`config.mk`:
```
export PLATFORM = sky130hd
export DESIGN_NAME = tmc_timers
export DESIGN_NICKNAME = d
export VERILOG_FILES = /design/src/rtl/tmc_pkg.sv /design/src/rtl/tmc_tick_if.sv /design/src/rtl/tmc_timers.sv /design/src/rtl/tmc_sync_edge.sv /design/src/rtl/tmc_prescale.sv
export SDC_FILE = /design/constraint.sdc
export NUM_CORES = 1
export LEC_CHECK = 0
export ABC_CLOCK_PERIOD_IN_PS = 2300
export BUFFER_PORTS_ARGS = -buffer_cell sky130_fd_sc_hd__buf_2
export CORE_ASPECT_RATIO = 0.7
export CORE_UTILIZATION = 37
export CTS_CLUSTER_DIAMETER = 120
export DETAILED_ROUTE_END_ITERATION = 8
export GPL_TIMING_DRIVEN = 0
export SKIP_LAST_GASP = 1
export SYNTH_ARGS = -nofsm -noshare
export SYNTH_HDL_FRONTEND = slang
export SYNTH_SLANG_ARGS = --single-unit
```
`constraint.sdc`:
```
create_clock -name pclk -period 2.3 [get_ports pclk]
set_clock_uncertainty 0.05 [all_clocks]
set_input_delay 0.115 -clock pclk [delete_from_list [all_inputs] [get_ports pclk]]
set_output_delay 0.115 -clock pclk [all_outputs]
set_load 0.02 [all_outputs]
```
`src/rtl/tmc_pkg.sv`:
```
/*
  Constants and types shared by the quad timer block.
  Assumes a 32-bit APB slave with byte addresses on an 8-bit offset.
*/
package tmc_pkg;

  // ------------------------------------------------------------
  // Register offsets
  // ------------------------------------------------------------
  localparam logic [7:0] OFF_RUN  = 8'h00;
  localparam logic [7:0] OFF_MODE = 8'h04;
  localparam logic [7:0] OFF_CLK  = 8'h08;
  localparam logic [7:0] OFF_T0   = 8'h0c;
  localparam logic [7:0] OFF_T1   = 8'h10;
  localparam logic [7:0] OFF_X23  = 8'h14;
  localparam logic [7:0] OFF_T2   = 8'h18;
  localparam logic [7:0] OFF_R2   = 8'h1c;
  localparam logic [7:0] OFF_T3   = 8'h20;
  localparam logic [7:0] OFF_R3   = 8'h24;
  localparam logic [7:0] OFF_STAT = 8'h28;
  localparam logic [7:0] OFF_MASK = 8'h2c;

  // ------------------------------------------------------------
  // Field positions
  // ------------------------------------------------------------
  localparam int unsigned MODE_STRIDE = 4;  // Per timer 0/1 in mode register
  localparam int unsigned CT_BIT      = 2;  // Counter select within stride
  localparam int unsigned PRE_LSB     = 0;  // Prescale select in clock register
  localparam int unsigned SYSSEL_LSB  = 2;  // Timer 0/1 system clock selects
  localparam int unsigned ML_LSB      = 4;  // Timer 2/3 low/high clock selects
  localparam int unsigned X_STRIDE    = 8;  // Per timer 2/3 in x23 register
  localparam int unsigned SPLIT_BIT   = 0;
  localparam int unsigned CAP_BIT     = 1;
  localparam int unsigned XSRC_LSB    = 2;

  // Status bit positions
  localparam int unsigned ST_T0  = 0;
  localparam int unsigned ST_T1  = 1;
  localparam int unsigned ST_T0H = 2;
  localparam int unsigned ST_T2H = 3;
  localparam int unsigned ST_T2L = 4;
  localparam int unsigned NUM_ST = 7;

  // ------------------------------------------------------------
  // Divisors, limits, reset values
  // ------------------------------------------------------------
  localparam int unsigned DIV_SYS12 = 12;
  localparam int unsigned DIV_SYS4  = 4;
  localparam int unsigned DIV_SYS48 = 48;
  localparam int unsigned DIV_ALT8  = 8;
  localparam logic [12:0] CNT13_MAX = 13'h1fff;
  localparam logic [15:0] CNT16_MAX = 16'hffff;
  localparam logic [7:0]  CNT8_MAX  = 8'hff;
  localparam logic [31:0] RST_VAL   = 32'h0000_0000;

  // ------------------------------------------------------------
  // Modes and clock sources
  // ------------------------------------------------------------
  typedef enum logic [1:0] {TMC_M13, TMC_M16, TMC_M8R, TMC_SPLIT} tmc_mode_t;
  typedef enum logic [1:0] {TMC_PRE12, TMC_PRE4, TMC_PRE48, TMC_PREEXT} tmc_pre_t;
  typedef enum logic [1:0] {TMC_X12, TMC_XALT8, TMC_XCMP, TMC_XRSV} tmc_xsrc_t;

endpackage

```
`src/rtl/tmc_tick_if.sv`:
```
/*
  Tick bundle from the prescaler to the timers.
  Assumes every tick is a one-cycle pulse on pclk.
*/
interface tmc_tick_if;
  logic sys12;
  logic sys4;
  logic sys48;
  logic ext8;
  logic rtc8;

  modport src (output sys12, output sys4, output sys48, output ext8, output rtc8);
  modport dst (input sys12, input sys4, input sys48, input ext8, input rtc8);
endinterface

```
`src/rtl/tmc_timers.sv`:
```
/*
  Quad 16-bit counter/timer block with APB register access.
  Assumes a single APB master on pclk; event pins, external and RTC
  clocks and comparator outputs are asynchronous to pclk.
*/
// The register addresses and register access over APB were decided locally.
// Notes on behaviour
// - Four 16-bit timers: two legacy timers and two auto-reload timers.
// - Timers 0 and 1: 13-bit, 16-bit and 8-bit auto-reload modes; timer 0 also has split mode.
// - Split mode into two 8-bit timers exists only on timer 0.
// - Timers 2 and 3: one 16-bit reload timer or two 8-bit reload timers.
// - Timer 2 captures RTC/8 or comparator 0 period, timer 3 external clock/8 or comparator 1 period, in counts.
// - Timers 0 and 1 pick one of five clocks via select bits.
// - Each of timers 0/1 runs from the prescaled clock or system clock.
// - Timers 2 and 3 run from system clock or system clock over 12.
// - Timer 2 can also use RTC clock over 8 or comparator 0.
// - Timer 3 can also use external clock over 8 or comparator 1.
// - In counter mode each falling pin edge adds one to the count.
// - Pin events up to a quarter of the system clock are counted.
// - Timer overflows raise interrupt requests.
// - Prescale 00 /12, 01 /4, 10 /48, 11 external clock /8.
// - 13-bit wrap from all ones sets overflow and requests interrupt.
// - Counter select one counts pin edges, zero uses internal clock.
module tmc_timers (
  input  wire logic        pclk,
  input  wire logic        presetn,
  input  wire logic        psel,
  input  wire logic        penable,
  input  wire logic        pwrite,
  input  wire logic [7:0]  paddr,
  input  wire logic [31:0] pwdata,
  output logic      [31:0] prdata,
  output logic             pready,
  output logic             pslverr,
  input  wire logic        timer0_event_pin,
  input  wire logic        timer1_event_pin,
  input  wire logic        ext_osc_clk,
  input  wire logic        rtc_clk,
  input  wire logic        comparator0,
  input  wire logic        comparator1,
  output logic             irq
);

  // ------------------------------------------------------------
  // Declarations
  // ------------------------------------------------------------
  localparam int unsigned NUM_ST_W = tmc_pkg::NUM_ST;

  logic [3:0]  run_ff;
  logic [7:0]  mode_ff;
  logic [7:0]  clk_ff;
  logic [15:0] x23_ff;
  logic [15:0] cnt01_ff [2];
  logic [15:0] nxt_cnt01 [2];
  logic [15:0] cnt23_ff [2];
  logic [15:0] nxt_cnt23 [2];
  logic [15:0] rld23_ff [2];
  logic [NUM_ST_W-1:0] stat_ff;
  logic [NUM_ST_W-1:0] mask_ff;
  logic [NUM_ST_W-1:0] ev;
  logic [NUM_ST_W-1:0] clr;
  logic [31:0] prdata_ff;
  logic [5:0]  pin_rise;
  logic [5:0]  pin_fall;
  logic [1:0]  ovf_lo;
  logic [1:0]  ovf_hi;
  logic [1:0]  ev23_lo;
  logic [1:0]  ev23_hi;
  logic [1:0]  cap_hit;
  logic [1:0]  cmp_rise;
  logic        pre_tick;
  logic        wr;
  logic        setup;
  logic        rd_stat;

  tmc_tick_if ticks ();

  // ------------------------------------------------------------
  // Input synchronisers and prescaler
  // ------------------------------------------------------------
  tmc_sync_edge #(
    .W (6)
  ) u_sync (
    .pclk     (pclk),
    .presetn  (presetn),
    .async_in ({comparator1, comparator0, rtc_clk, ext_osc_clk, timer1_event_pin, timer0_event_pin}),
    .rise     (pin_rise),
    .fall     (pin_fall)
  );

  tmc_prescale u_pre (
    .pclk     (pclk),
    .presetn  (presetn),
    .ext_rise (pin_rise[2]),
    .rtc_rise (pin_rise[3]),
    .ticks    (ticks.src)
  );

  assign cmp_rise = pin_rise[5:4];

  // ------------------------------------------------------------
  // APB decode
  // ------------------------------------------------------------
  function automatic logic is_mapped(input logic [7:0] a);
    case (a)
      tmc_pkg::OFF_RUN, tmc_pkg::OFF_MODE, tmc_pkg::OFF_CLK, tmc_pkg::OFF_T0,
      tmc_pkg::OFF_T1, tmc_pkg::OFF_X23, tmc_pkg::OFF_T2, tmc_pkg::OFF_R2,
      tmc_pkg::OFF_T3, tmc_pkg::OFF_R3, tmc_pkg::OFF_STAT, tmc_pkg::OFF_MASK:
        is_mapped = 1'b1;
      default:
        is_mapped = 1'b0;
    endcase
  endfunction

  function automatic logic hit(input logic [7:0] off);
    hit = psel && penable && pwrite && (paddr == off);
  endfunction

  assign wr      = psel && penable && pwrite;
  assign setup   = psel && !penable;
  assign pready  = 1'b1;
  assign pslverr = psel && penable && !is_mapped(paddr);
  assign prdata  = prdata_ff;
  assign rd_stat = psel && penable && !pwrite && (paddr == tmc_pkg::OFF_STAT);

  // Read data captured in the setup cycle
  always_ff @(posedge pclk or negedge presetn)
  begin
    if (!presetn)
      prdata_ff <= tmc_pkg::RST_VAL;
    else if (setup && !pwrite)
    begin
      case (paddr)
        tmc_pkg::OFF_RUN:  prdata_ff <= {28'h0, run_ff};
        tmc_pkg::OFF_MODE: prdata_ff <= {24'h0, mode_ff};
        tmc_pkg::OFF_CLK:  prdata_ff <= {24'h0, clk_ff};
        tmc_pkg::OFF_T0:   prdata_ff <= {16'h0, cnt01_ff[0]};
        tmc_pkg::OFF_T1:   prdata_ff <= {16'h0, cnt01_ff[1]};
        tmc_pkg::OFF_X23:  prdata_ff <= {16'h0, x23_ff};
        tmc_pkg::OFF_T2:   prdata_ff <= {16'h0, cnt23_ff[0]};
        tmc_pkg::OFF_R2:   prdata_ff <= {16'h0, rld23_ff[0]};
        tmc_pkg::OFF_T3:   prdata_ff <= {16'h0, cnt23_ff[1]};
        tmc_pkg::OFF_R3:   prdata_ff <= {16'h0, rld23_ff[1]};
        tmc_pkg::OFF_STAT: prdata_ff <= {25'h0, stat_ff};
        tmc_pkg::OFF_MASK: prdata_ff <= {25'h0, mask_ff};
        default:           prdata_ff <= tmc_pkg::RST_VAL;
      endcase
    end
  end

  // ------------------------------------------------------------
  // Control registers
  // ------------------------------------------------------------
  // Run, mode, clock select, timer 2/3 config and mask
  always_ff @(posedge pclk or negedge presetn)
  begin
    if (!presetn)
    begin
      run_ff  <= '0;
      mode_ff <= '0;
      clk_ff  <= '0;
      x23_ff  <= '0;
      mask_ff <= '0;
    end
    else
    begin
      if (hit(tmc_pkg::OFF_RUN))
        run_ff <= pwdata[3:0];
      if (hit(tmc_pkg::OFF_MODE))
        mode_ff <= pwdata[7:0];
      if (hit(tmc_pkg::OFF_CLK))
        clk_ff <= pwdata[7:0];
      if (hit(tmc_pkg::OFF_X23))
        x23_ff <= pwdata[15:0];
      if (hit(tmc_pkg::OFF_MASK))
        mask_ff <= pwdata[NUM_ST_W-1:0];
    end
  end

  // ------------------------------------------------------------
  // Timers 0 and 1
  // ------------------------------------------------------------
  // Shared prescaled clock
  always_comb
  begin
    case (tmc_pkg::tmc_pre_t'(clk_ff[tmc_pkg::PRE_LSB +: 2]))
      tmc_pkg::TMC_PRE12:  pre_tick = ticks.sys12;
      tmc_pkg::TMC_PRE4:   pre_tick = ticks.sys4;
      tmc_pkg::TMC_PRE48:  pre_tick = ticks.sys48;
      tmc_pkg::TMC_PREEXT: pre_tick = ticks.ext8;
      default:             pre_tick = 1'b0;
    endcase
  end

  for (genvar i = 0; i < 2; i++)
  begin : g_t01
    logic            ct;
    logic            sys_sel;
    logic            tick;
    logic            tick_hi;
    logic [12:0]     c13;
    tmc_pkg::tmc_mode_t mode;

    assign mode    = tmc_pkg::tmc_mode_t'(mode_ff[i*tmc_pkg::MODE_STRIDE +: 2]);
    assign ct      = mode_ff[i*tmc_pkg::MODE_STRIDE + tmc_pkg::CT_BIT];
    assign sys_sel = clk_ff[tmc_pkg::SYSSEL_LSB + i];
    // Pin edges, else system clock or prescaled clock
    assign tick    = run_ff[i] && (ct ? pin_fall[i] : (sys_sel || pre_tick));
    // Split high byte: timer only, gated by timer 1 run bit
    assign tick_hi = run_ff[1] && (sys_sel || pre_tick);
    assign c13     = {cnt01_ff[i][15:8], cnt01_ff[i][4:0]};

    // Next count per mode
    always_comb
    begin
      nxt_cnt01[i] = cnt01_ff[i];
      ovf_lo[i]    = 1'b0;
      ovf_hi[i]    = 1'b0;
      case (mode)
        tmc_pkg::TMC_M13:
          if (tick)
          begin
            nxt_cnt01[i] = {c13[12:5] + 8'(c13[4:0] == 5'h1f), cnt01_ff[i][7:5], c13[4:0] + 5'h01};
            ovf_lo[i]    = (c13 == tmc_pkg::CNT13_MAX);
          end
        tmc_pkg::TMC_M16:
          if (tick)
          begin
            nxt_cnt01[i] = cnt01_ff[i] + 16'h0001;
            ovf_lo[i]    = (cnt01_ff[i] == tmc_pkg::CNT16_MAX);
          end
        tmc_pkg::TMC_M8R:
          if (tick)
          begin
            if (cnt01_ff[i][7:0] == tmc_pkg::CNT8_MAX)
              nxt_cnt01[i][7:0] = cnt01_ff[i][15:8];
            else
              nxt_cnt01[i][7:0] = cnt01_ff[i][7:0] + 8'h01;
            ovf_lo[i] = (cnt01_ff[i][7:0] == tmc_pkg::CNT8_MAX);
          end
        tmc_pkg::TMC_SPLIT:
          if (i == 0)
          begin
            if (tick)
            begin
              nxt_cnt01[i][7:0] = cnt01_ff[i][7:0] + 8'h01;
              ovf_lo[i]         = (cnt01_ff[i][7:0] == tmc_pkg::CNT8_MAX);
            end
            if (tick_hi)
            begin
              nxt_cnt01[i][15:8] = cnt01_ff[i][15:8] + 8'h01;
              ovf_hi[i]          = (cnt01_ff[i][15:8] == tmc_pkg::CNT8_MAX);
            end
          end
        default:
          nxt_cnt01[i] = cnt01_ff[i];
      endcase
    end

    // Count register; software write wins over counting
    always_ff @(posedge pclk or negedge presetn)
    begin
      if (!presetn)
        cnt01_ff[i] <= '0;
      else if (hit(i == 0 ? tmc_pkg::OFF_T0 : tmc_pkg::OFF_T1))
        cnt01_ff[i] <= pwdata[15:0];
      else
        cnt01_ff[i] <= nxt_cnt01[i];
    end
  end

  // ------------------------------------------------------------
  // Timers 2 and 3
  // ------------------------------------------------------------
  for (genvar j = 0; j < 2; j++)
  begin : g_t23
    logic              split;
    logic              cap;
    logic              xtick;
    logic              tick_lo;
    logic              tick_hi;
    logic              cap_ev;
    logic              alt8;
    tmc_pkg::tmc_xsrc_t xs;

    assign split = x23_ff[j*tmc_pkg::X_STRIDE + tmc_pkg::SPLIT_BIT];
    assign cap   = x23_ff[j*tmc_pkg::X_STRIDE + tmc_pkg::CAP_BIT];
    assign xs    = tmc_pkg::tmc_xsrc_t'(x23_ff[j*tmc_pkg::X_STRIDE + tmc_pkg::XSRC_LSB +: 2]);
    assign alt8  = (j == 0) ? ticks.rtc8 : ticks.ext8;

    // Alternate clock source
    always_comb
    begin
      case (xs)
        tmc_pkg::TMC_X12:   xtick = ticks.sys12;
        tmc_pkg::TMC_XALT8: xtick = alt8;
        tmc_pkg::TMC_XCMP:  xtick = cmp_rise[j];
        default:            xtick = 1'b0;
      endcase
    end

    // In capture mode the measured source triggers the capture, the count clock is /12 or sysclk
    assign tick_lo = run_ff[2+j] && (clk_ff[tmc_pkg::ML_LSB + 2*j] || (cap ? ticks.sys12 : xtick));
    assign tick_hi = run_ff[2+j] && (clk_ff[tmc_pkg::ML_LSB + 2*j + 1] || xtick);
    assign cap_ev  = run_ff[2+j] && cap && (xs == tmc_pkg::TMC_XCMP ? cmp_rise[j] : alt8);

    // Next count per mode
    always_comb
    begin
      nxt_cnt23[j] = cnt23_ff[j];
      ev23_lo[j]   = 1'b0;
      ev23_hi[j]   = 1'b0;
      if (cap)
      begin
        if (tick_lo)
          nxt_cnt23[j] = cnt23_ff[j] + 16'h0001;
        ev23_hi[j] = cap_ev;
      end
      else if (split)
      begin
        if (tick_lo)
        begin
          ev23_lo[j] = (cnt23_ff[j][7:0] == tmc_pkg::CNT8_MAX);
          nxt_cnt23[j][7:0] = ev23_lo[j] ? rld23_ff[j][7:0] : cnt23_ff[j][7:0] + 8'h01;
        end
        if (tick_hi)
        begin
          ev23_hi[j] = (cnt23_ff[j][15:8] == tmc_pkg::CNT8_MAX);
          nxt_cnt23[j][15:8] = ev23_hi[j] ? rld23_ff[j][15:8] : cnt23_ff[j][15:8] + 8'h01;
        end
      end
      else if (tick_lo)
      begin
        ev23_hi[j] = (cnt23_ff[j] == tmc_pkg::CNT16_MAX);
        nxt_cnt23[j] = ev23_hi[j] ? rld23_ff[j] : cnt23_ff[j] + 16'h0001;
      end
    end

    assign cap_hit[j] = cap_ev;

    // Count register
    always_ff @(posedge pclk or negedge presetn)
    begin
      if (!presetn)
        cnt23_ff[j] <= '0;
      else if (hit(j == 0 ? tmc_pkg::OFF_T2 : tmc_pkg::OFF_T3))
        cnt23_ff[j] <= pwdata[15:0];
      else
        cnt23_ff[j] <= nxt_cnt23[j];
    end

    // Reload register, also the capture target
    always_ff @(posedge pclk or negedge presetn)
    begin
      if (!presetn)
        rld23_ff[j] <= '0;
      else if (cap_hit[j])
        rld23_ff[j] <= cnt23_ff[j];
      else if (hit(j == 0 ? tmc_pkg::OFF_R2 : tmc_pkg::OFF_R3))
        rld23_ff[j] <= pwdata[15:0];
    end
  end

  // ------------------------------------------------------------
  // Status, mask and interrupt
  // ------------------------------------------------------------
  // Event collection
  always_comb
  begin
    ev                     = '0;
    ev[tmc_pkg::ST_T0]     = ovf_lo[0];
    ev[tmc_pkg::ST_T1]     = ovf_lo[1];
    ev[tmc_pkg::ST_T0H]    = ovf_hi[0];
    ev[tmc_pkg::ST_T2H]    = ev23_hi[0];
    ev[tmc_pkg::ST_T2L]    = ev23_lo[0];
    ev[tmc_pkg::ST_T2H+2]  = ev23_hi[1];
    ev[tmc_pkg::ST_T2L+2]  = ev23_lo[1];
  end

  // Read clears only the bits that were returned
  assign clr = rd_stat ? prdata_ff[NUM_ST_W-1:0] : '0;

  // Sticky flags, a new event wins over the clear
  always_ff @(posedge pclk or negedge presetn)
  begin
    if (!presetn)
      stat_ff <= '0;
    else
      stat_ff <= (stat_ff & ~clr) | ev;
  end

  assign irq = |(stat_ff & mask_ff);

endmodule

```
`src/rtl/tmc_sync_edge.sv`:
```
/*
  Two-flop synchroniser with edge detect for a group of async inputs.
  Assumes inputs hold each level for at least two pclk cycles.
*/
module tmc_sync_edge #(
  parameter int unsigned W = 1
) (
  input  wire logic         pclk,
  input  wire logic         presetn,
  input  wire logic [W-1:0] async_in,
  output logic      [W-1:0] rise,
  output logic      [W-1:0] fall
);

  logic [W-1:0] s1_ff;
  logic [W-1:0] s2_ff;
  logic [W-1:0] s3_ff;

  // ------------------------------------------------------------
  // Sync chain, first flop feeds only the second
  // ------------------------------------------------------------
  always_ff @(posedge pclk or negedge presetn)
  begin
    if (!presetn)
    begin
      s1_ff <= '0;
      s2_ff <= '0;
      s3_ff <= '0;
    end
    else
    begin
      s1_ff <= async_in;
      s2_ff <= s1_ff;
      s3_ff <= s2_ff;
    end
  end

  // Edges from consecutive synced samples
  assign rise = s2_ff & ~s3_ff;
  assign fall = ~s2_ff & s3_ff;

endmodule

```
`src/rtl/tmc_prescale.sv`:
```
/*
  Prescaler: system clock divided by 12, 4 and 48, plus
  external and RTC clocks divided by 8 from their synced edges.
  Assumes ext_rise and rtc_rise are one-cycle pulses on pclk.
*/
module tmc_prescale #(
  parameter int unsigned DIV12 = tmc_pkg::DIV_SYS12,
  parameter int unsigned DIV4  = tmc_pkg::DIV_SYS4,
  parameter int unsigned DIV48 = tmc_pkg::DIV_SYS48,
  parameter int unsigned DIVA  = tmc_pkg::DIV_ALT8
) (
  input  wire logic pclk,
  input  wire logic presetn,
  input  wire logic ext_rise,
  input  wire logic rtc_rise,
  tmc_tick_if.src   ticks
);

  localparam int unsigned DIVS [3] = '{DIV12, DIV4, DIV48};
  logic [2:0] sys_tick;
  logic [1:0] alt_tick;
  logic [1:0] alt_in;

  // ------------------------------------------------------------
  // System clock dividers
  // ------------------------------------------------------------
  for (genvar g = 0; g < 3; g++)
  begin : g_sys
    logic [7:0] cnt_ff;
    assign sys_tick[g] = (cnt_ff == 8'(DIVS[g] - 1));
    always_ff @(posedge pclk or negedge presetn)
    begin
      if (!presetn)
        cnt_ff <= '0;
      else if (sys_tick[g])
        cnt_ff <= '0;
      else
        cnt_ff <= cnt_ff + 8'h01;
    end
  end

  // ------------------------------------------------------------
  // Divide-by-8 of external and RTC edges
  // ------------------------------------------------------------
  assign alt_in = {rtc_rise, ext_rise};
  for (genvar a = 0; a < 2; a++)
  begin : g_alt
    logic [3:0] cnt_ff;
    assign alt_tick[a] = alt_in[a] && (cnt_ff == 4'(DIVA - 1));
    always_ff @(posedge pclk or negedge presetn)
    begin
      if (!presetn)
        cnt_ff <= '0;
      else if (alt_tick[a])
        cnt_ff <= '0;
      else if (alt_in[a])
        cnt_ff <= cnt_ff + 4'h1;
    end
  end

  assign ticks.sys12 = sys_tick[0];
  assign ticks.sys4  = sys_tick[1];
  assign ticks.sys48 = sys_tick[2];
  assign ticks.ext8  = alt_tick[0];
  assign ticks.rtc8  = alt_tick[1];

endmodule

```
---- Word level (Yosys, flattened, before mapping) ----
Index checks and enable logic that the tools add are counted.
W data, S select, Z words.
cells by class
  add/sub/neg operators ................... 20
  $mul .................................... 0
  divide/modulo/power cells ............... 0
  magnitude comparators ................... 0
  eq/ne operators ......................... 57
  shift-type cells ........................ 0
  multiplexer cells ....................... 83
  bitwise logic cells ..................... 8
  reduce and logical (&&, ||, !) cells .... 69
operator list
  cell                     count
  $mux W16                 22
  $pmux W16 S12            1
  $mux W8                  17
  $add A8 B1 Y8 const B    10
  $add A16 B1 Y16 const B  4
  $eq A16 B16 Y1 const B   4
  $eq A8 B8 Y1 const B     7
  $pmux W8 S3              2
  $eq A8 B6 Y1 const B     5
  $eq A8 B5 Y1 const B     4
  $pmux W8 S4              1
  $logic_and A1 B1 Y1      31
  $mux W1                  29
  $eq A13 B13 Y1 const B   2
  $eq A8 B4 Y1 const B     3
  $ne A3 B3 Y1 const B     8
  $reduce_and A4 Y1        5
  $add A8 B1 Y8            2
  $mux W4                  4
  $pmux W8 S2              1
  $and A7 B7 Y7            2
  $eq A2 B2 Y1 const B     7
  $pmux W1 S3              4
  $reduce_bool A2 Y1       6
  other kinds (28)         56
storage, ports and cells
  register bits ........................... 228
  bits in latches ......................... 0
  memory bits (writable) .................. 0
  ROM bits ................................ 0
  bits of input ports ..................... 51
  logic and storage cells ................. 264
  memories kept ........................... 0

---- Logic depth before layout (Yosys ltp) ----
  word-level depth ........................ 11
  depth in mapped cells ................... 11

---- Hierarchy ----
Synthesis repeated with hierarchy kept, for this count alone.
unflattened totals
  cells, all modules ...................... 1397
  area total of the unflattened synthesis .. 13095.1 sq um
modules (own cells, without submodules)
  module         instances  cells an instance  area each (sq um)
  tmc_timers     1          1246               11101.9
  tmc_prescale   1          121                1437.6
  tmc_sync_edge  1          30                 555.5

---- Worst setup path before layout ----
OpenSTA, ideal clock, no wires.
  path kind ............................... flip-flop to flip-flop
  start point ............................. register u_pre.g_sys[1].cnt_ff[0]
  end point ............................... register cnt01_ff[21] (netlist bit)
  library setup time ...................... 0.134 ns
  data arrival time ....................... 2.321 ns
  required time ........................... 2.116 ns
  slack ................................... -0.205 ns
  stages on the path, launching flop included .. 9
  path buffers ............................ 0
  period minus slack after synthesis ...... 2.505 ns
  cell sequence ........................... dfrtp_1 > ha_1 > or4b_4 > nor4_4 > a2111oi_0 > nor3_2 > o21a_1 > mux2i_1 > o21ai_0
on the way
  longest elaborated chain between the ends .. 7
  elaborated cells between the ends (all ways) .. 9
  those cells by class .................... eq/ne: 4; mux: 2; reduce/logical: 3
RTL lines
  item                                    line                RTL
  from (decl)                             tmc_prescale.sv:29  logic [7:0] cnt_ff;
  from (signal assigned)                  tmc_prescale.sv:38  cnt_ff <= cnt_ff + 8'h01;
  $eq A8 B2 Y1 (*)                        tmc_prescale.sv:30  assign sys_tick[g] = (cnt_ff == 8'(DIVS[g] - 1));
  $pmux W1 S4 (*)                         tmc_timers.sv:186   case (tmc_pkg::tmc_pre_t'(clk_ff[tmc_pkg::PRE_LSB +: 2]))
  $logic_or A1 B1 Y1 (*)                  tmc_timers.sv:208   assign tick = run_ff[i] && (ct ? pin_fall[i] : (sys_sel || pre_tick));
  $mux W1 (*)                             tmc_timers.sv:208
  $logic_and A1 B1 Y1 (*)                 tmc_timers.sv:208
  $ne A3 B3 Y1 (no source line)           n/a
  $reduce_and A4 Y1 (no source line) (*)  n/a
  to (signal, indexed assignment)         tmc_timers.sv:266   cnt01_ff[i] <= pwdata[15:0];
  to (signal, indexed assignment)         tmc_timers.sv:268   cnt01_ff[i] <= nxt_cnt01[i];
  to (decl)                               tmc_timers.sv:53    logic [15:0] cnt01_ff [2];
Every way passes the cells marked *; elsewhere a longest branch is shown, timed or not.
A chain may end at the register's enable or synchronous reset.

---- Worst setup path in the final report ----
  start point ............................. register u_pre.g_sys[2].cnt_ff[6]
  end point ............................... register cnt01_ff[11] (netlist bit)
on the way
  longest elaborated chain between the ends .. 7
  elaborated cells between the ends (all ways) .. 8
  those cells by class .................... eq/ne: 3; mux: 2; reduce/logical: 3
RTL lines
  item                                    line
  from (decl)                             tmc_prescale.sv:29
  from (signal assigned)                  tmc_prescale.sv:38
  $eq A8 B6 Y1 (*)                        tmc_prescale.sv:30
  $pmux W1 S4 (*)                         tmc_timers.sv:186
  $logic_or A1 B1 Y1 (*)                  n/a
  $mux W1 (*)                             tmc_timers.sv:208
  $logic_and A1 B1 Y1 (*)                 tmc_timers.sv:208
  $ne A3 B3 Y1 (no source line)           n/a
  $reduce_and A3 Y1 (no source line) (*)  n/a
Marks and branches as above.

==> flow_metrics.py <==
metrics = {
    "power": {
        "p_per_area_mw_per_mm2": 598,
        "ir_drop_mv": 0.535,
        "p_leak_nw": 6.56,
        "totalPowerFinal_w": 0.00976,
    },
    "timing": {
        "hold_viol": 0,
        "worstMarginPinSlew_ns": 1.18,
        "slew_headroom": 0.215,
        "period_share": 1.10,
        "setup_violations": 42,
        "slew_viol_final": 0,
        "clock.fmax_mhz": 397,
        "setup_ws_ns": -0.221,
        "tns_ns": -5.64,
        "min_period_ns": 2.52,
        "rsz0062_at_grt": "true",
    },
    "worst_setup_path": {
        "cp-start-kind": "register",
        "path_max_fanout": 7,
        "crit_arrival_ns": 2.88,
        "rr_worst_depth": 7,
        "cp.required_ns": 2.66,
        "critPathCapture": "cnt01_ff[11]$_DFFE_PN0P_",
        "crit_start": "u_pre.g_sys[2].cnt_ff[6]$_DFF_PN0_",
        "worst-r2r-setup-slack_ns": -0.22,
        "worstReg2RegEnd": "cnt01_ff[11]$_DFFE_PN0P_",
        "critPathCaptureType": "register",
        "critical_path_class": "register to register",
        "r2r-start": "u_pre.g_sys[2].cnt_ff[6]$_DFF_PN0_",
    },
    "cts": {
        "clk_pin_slew_ns": 0.06,
        "ctsHtreeMaxLevel": 1,
        "cts_tree": "yes",
        "numCtsBuffers": 24,
        "cts-root-buf": "clkbuf_16",
        "cts_buffer_depth": 3,
        "clock_latency_ns": 0.56,
        "cts_sinks": 212,
    },
    "yosys": {
        "postSynthCellCount": 1443,
        "async_reset_ff_frac": 1.00,
        "ys.flop_type": "dfrtp_1",
        "syn-cell-area_mm2": 0.0129,
        "synth_seq_cells": 212,
        "synth_top_area_share": 0.410,
        "syn_area_per_cell_um2": 8.96,
        "synth_common_cells": "212 x dfrtp_1, 189 x nand2_1, 122 x o21ai_0, 105 x nor2_1, 79 x a21oi_1",
        "synth_seq_area_share": 0.410,
        "synth_top_area_cell": "dfrtp_1",
        "netlist-cell-type-count": 90,
        "synth_edf_count": 0,
        "synth_area_leaders": "dfrtp_1 41%, nand2_1 5.5%, mux2i_1 5.0%",
        "yosysWarnings": 0,
        "synth_most_common_cell": "dfrtp_1",
    },
    "finish": {
        "diodes": 0,
        "fillCellCount": 3250,
        "area_growth_pct": 26.3,
        "finalInstanceArea_mm2": 0.0163,
        "drive_above_1_share": 0.255,
        "final_nets": 1675,
    },
    "drt": {
        "drc": 0,
        "post_drt_wl_per_cell_um": 24.8,
        "vias_per_cell": 6.14,
        "dr.pass1.iters": 6,
        "vias": 12791,
        "wl_um": 51600,
        "antenna_left": 0,
        "drt_iter0_drc": 1799,
    },
    "grt": {
        "grt_pass1_wl_um": 75800,
        "grt_max_degree": 118,
        "antenna_found_initial": 0,
        "grt_use_total": 0.287,
        "grt_pass1_vias": 11687,
        "grt-ovfl-total": 0,
    },
    "hold_path": {
        "hold_class": "primary input to register",
    },
    "placed_design": {
        "hpwl_um": 36200,
        "post_dp_cell_area_mm2": 0.0138,
        "gp_congestion": 1.04,
        "port_buffers": 45,
    },
    "floorplan": {
        "initial_core_util": 0.381,
        "dieArea_mm2": 0.0357,
        "core_region_area_mm2": 0.0339,
        "row_count": 56,
        "fp.dieH_um": 158,
        "io_pins": 86,
        "die_w_um": 225,
    },
    "job": {
        "cap_violations": 0,
    },
    "run_status": {
        "status": "complete, but fails checks",
        "violations": "setup timing",
    },
}
-- cell usage in the layout (no fill, tap or decap), drive strengths merged, types with 21 or more instances in the layout --
cell	netlist	routed
dfrtp	212	212
nand2	189	189
buf	36	146
o21ai	123	123
nor2	106	106
clkbuf	76	97
a21oi	79	79
mux2i	65	65
nand3	60	60
mux2	56	56
xnor2	37	37
nor3	37	37
a22oi	29	29
and3	25	25
xor2	24	24
dlygate4sd3	0	22
a31oi	21	21
ha	21	21
-- cell type report --
cell class / count / area [um2] / area share
multi-input combinational: 1118 / 7930 / 0.486
sequential: 212 / 5320 / 0.326
timing repair buffer: 134 / 1060 / 0.0652
clock buffer: 35 / 753 / 0.0461
tap: 464 / 581 / 0.0356
buffer: 96 / 483 / 0.0296
clock inverter: 8 / 120 / 0.00736
inverter: 17 / 71.3 / 0.00437
-- through the flow --
stage | hold WS, ns | worst slack, ns | utilization | cells
floorplan | -0.231 | -0.199 | - | 1458
global placement | 0.174 | -2.80 | 0.407 | 1967
detailed placement | 0.157 | -1.03 | 0.408 | 1968
CTS | 0.00422 | -0.315 | 0.460 | 2057
global route | 0.0527 | -0.348 | 0.482 | 2084
finish | 0.0356 | -0.221 | 0.482 | 2084
-- per-layer routing --
layer  routed length [um]  vias to the layer above  global-route usage
met5                    0                        -                   0
met4                 1280                        0              0.0719
met3                 7780                      101               0.115
met2                20600                      835               0.391
met1                21900                     6295               0.414
li1                     -                     5560                   -
-- state kept, by name (all words and copies together), names as in the netlist, 16 cells and up --
register	count
cnt01_ff	32
cnt23_ff	32
rld23_ff	32
u_pre.g_sys.cnt_ff	24
prdata	16
x23_ff	16
-- power by group --
part | leakage (nW) | switching [W] | internal (W)
Sequential | 2.42 | 0.000245 | 0.00392
Combinational | 3.71 | 0.000807 | 0.000510
Clock | 0.428 | 0.00168 | 0.00260
-- worst max-delay path: stages (launching register included) --
cell	delay [ns]
dfrtp_1	0.42
or4b_4	0.58
nor3_4	0.31
o31ai_4	0.15
or3_4	0.50
nor2_2	0.15
xnor2_1	0.13
o21ai_0	0.08
-- timing repair --
| item | CTS | global route |
|---|---|---|
| hold endpoints to repair | 123 | 0 |
| hold buffers | 22 | 0 |
| setup endpoints to repair | 137 | 123 |
| cloned | 1 | 1 |
| pin swaps | 45 | 64 |
| setup buffers | 36 | 34 |
| gates resized for setup | 110 | 157 |
-- logic make-up (layout without fill, tap and decap cells) --
group,after synthesis,after routing,share of synthesized area
other,2,17,0.000581
and+or+nand+nor,508,509,0.188
DFF,212,212,0.410
AOI/OAI and AO/OA,387,387,0.192
adders and majority gates,21,21,0.0203
xor gates and xnor gates,61,61,0.0413
muxes,123,123,0.103
buffers and inverters,129,290,0.0450
-- worst min-delay path by stage --
stage | end | cells after the start | slack, ns | start
after global placement | u_sync.s1_ff[5]$_DFF_PN0_ | 1 | 0.17 | comparator1
after detailed placement | u_pre.g_sys[1].cnt_ff[6]$_DFF_PN0_ | 1 | 0.16 | presetn
after floorplan | clk_ff[0]$_DFFE_PN0P_ | 0 | -0.23 | presetn
after CTS | prdata[14]$_DFFE_PN0P_ | 4 | 0.004 | paddr[3]
final | prdata[14]$_DFFE_PN0P_ | 4 | 0.04 | paddr[3]
after global routing | prdata[14]$_DFFE_PN0P_ | 4 | 0.05 | paddr[3]
No activity file was read; power rests on OpenSTA's default activity.
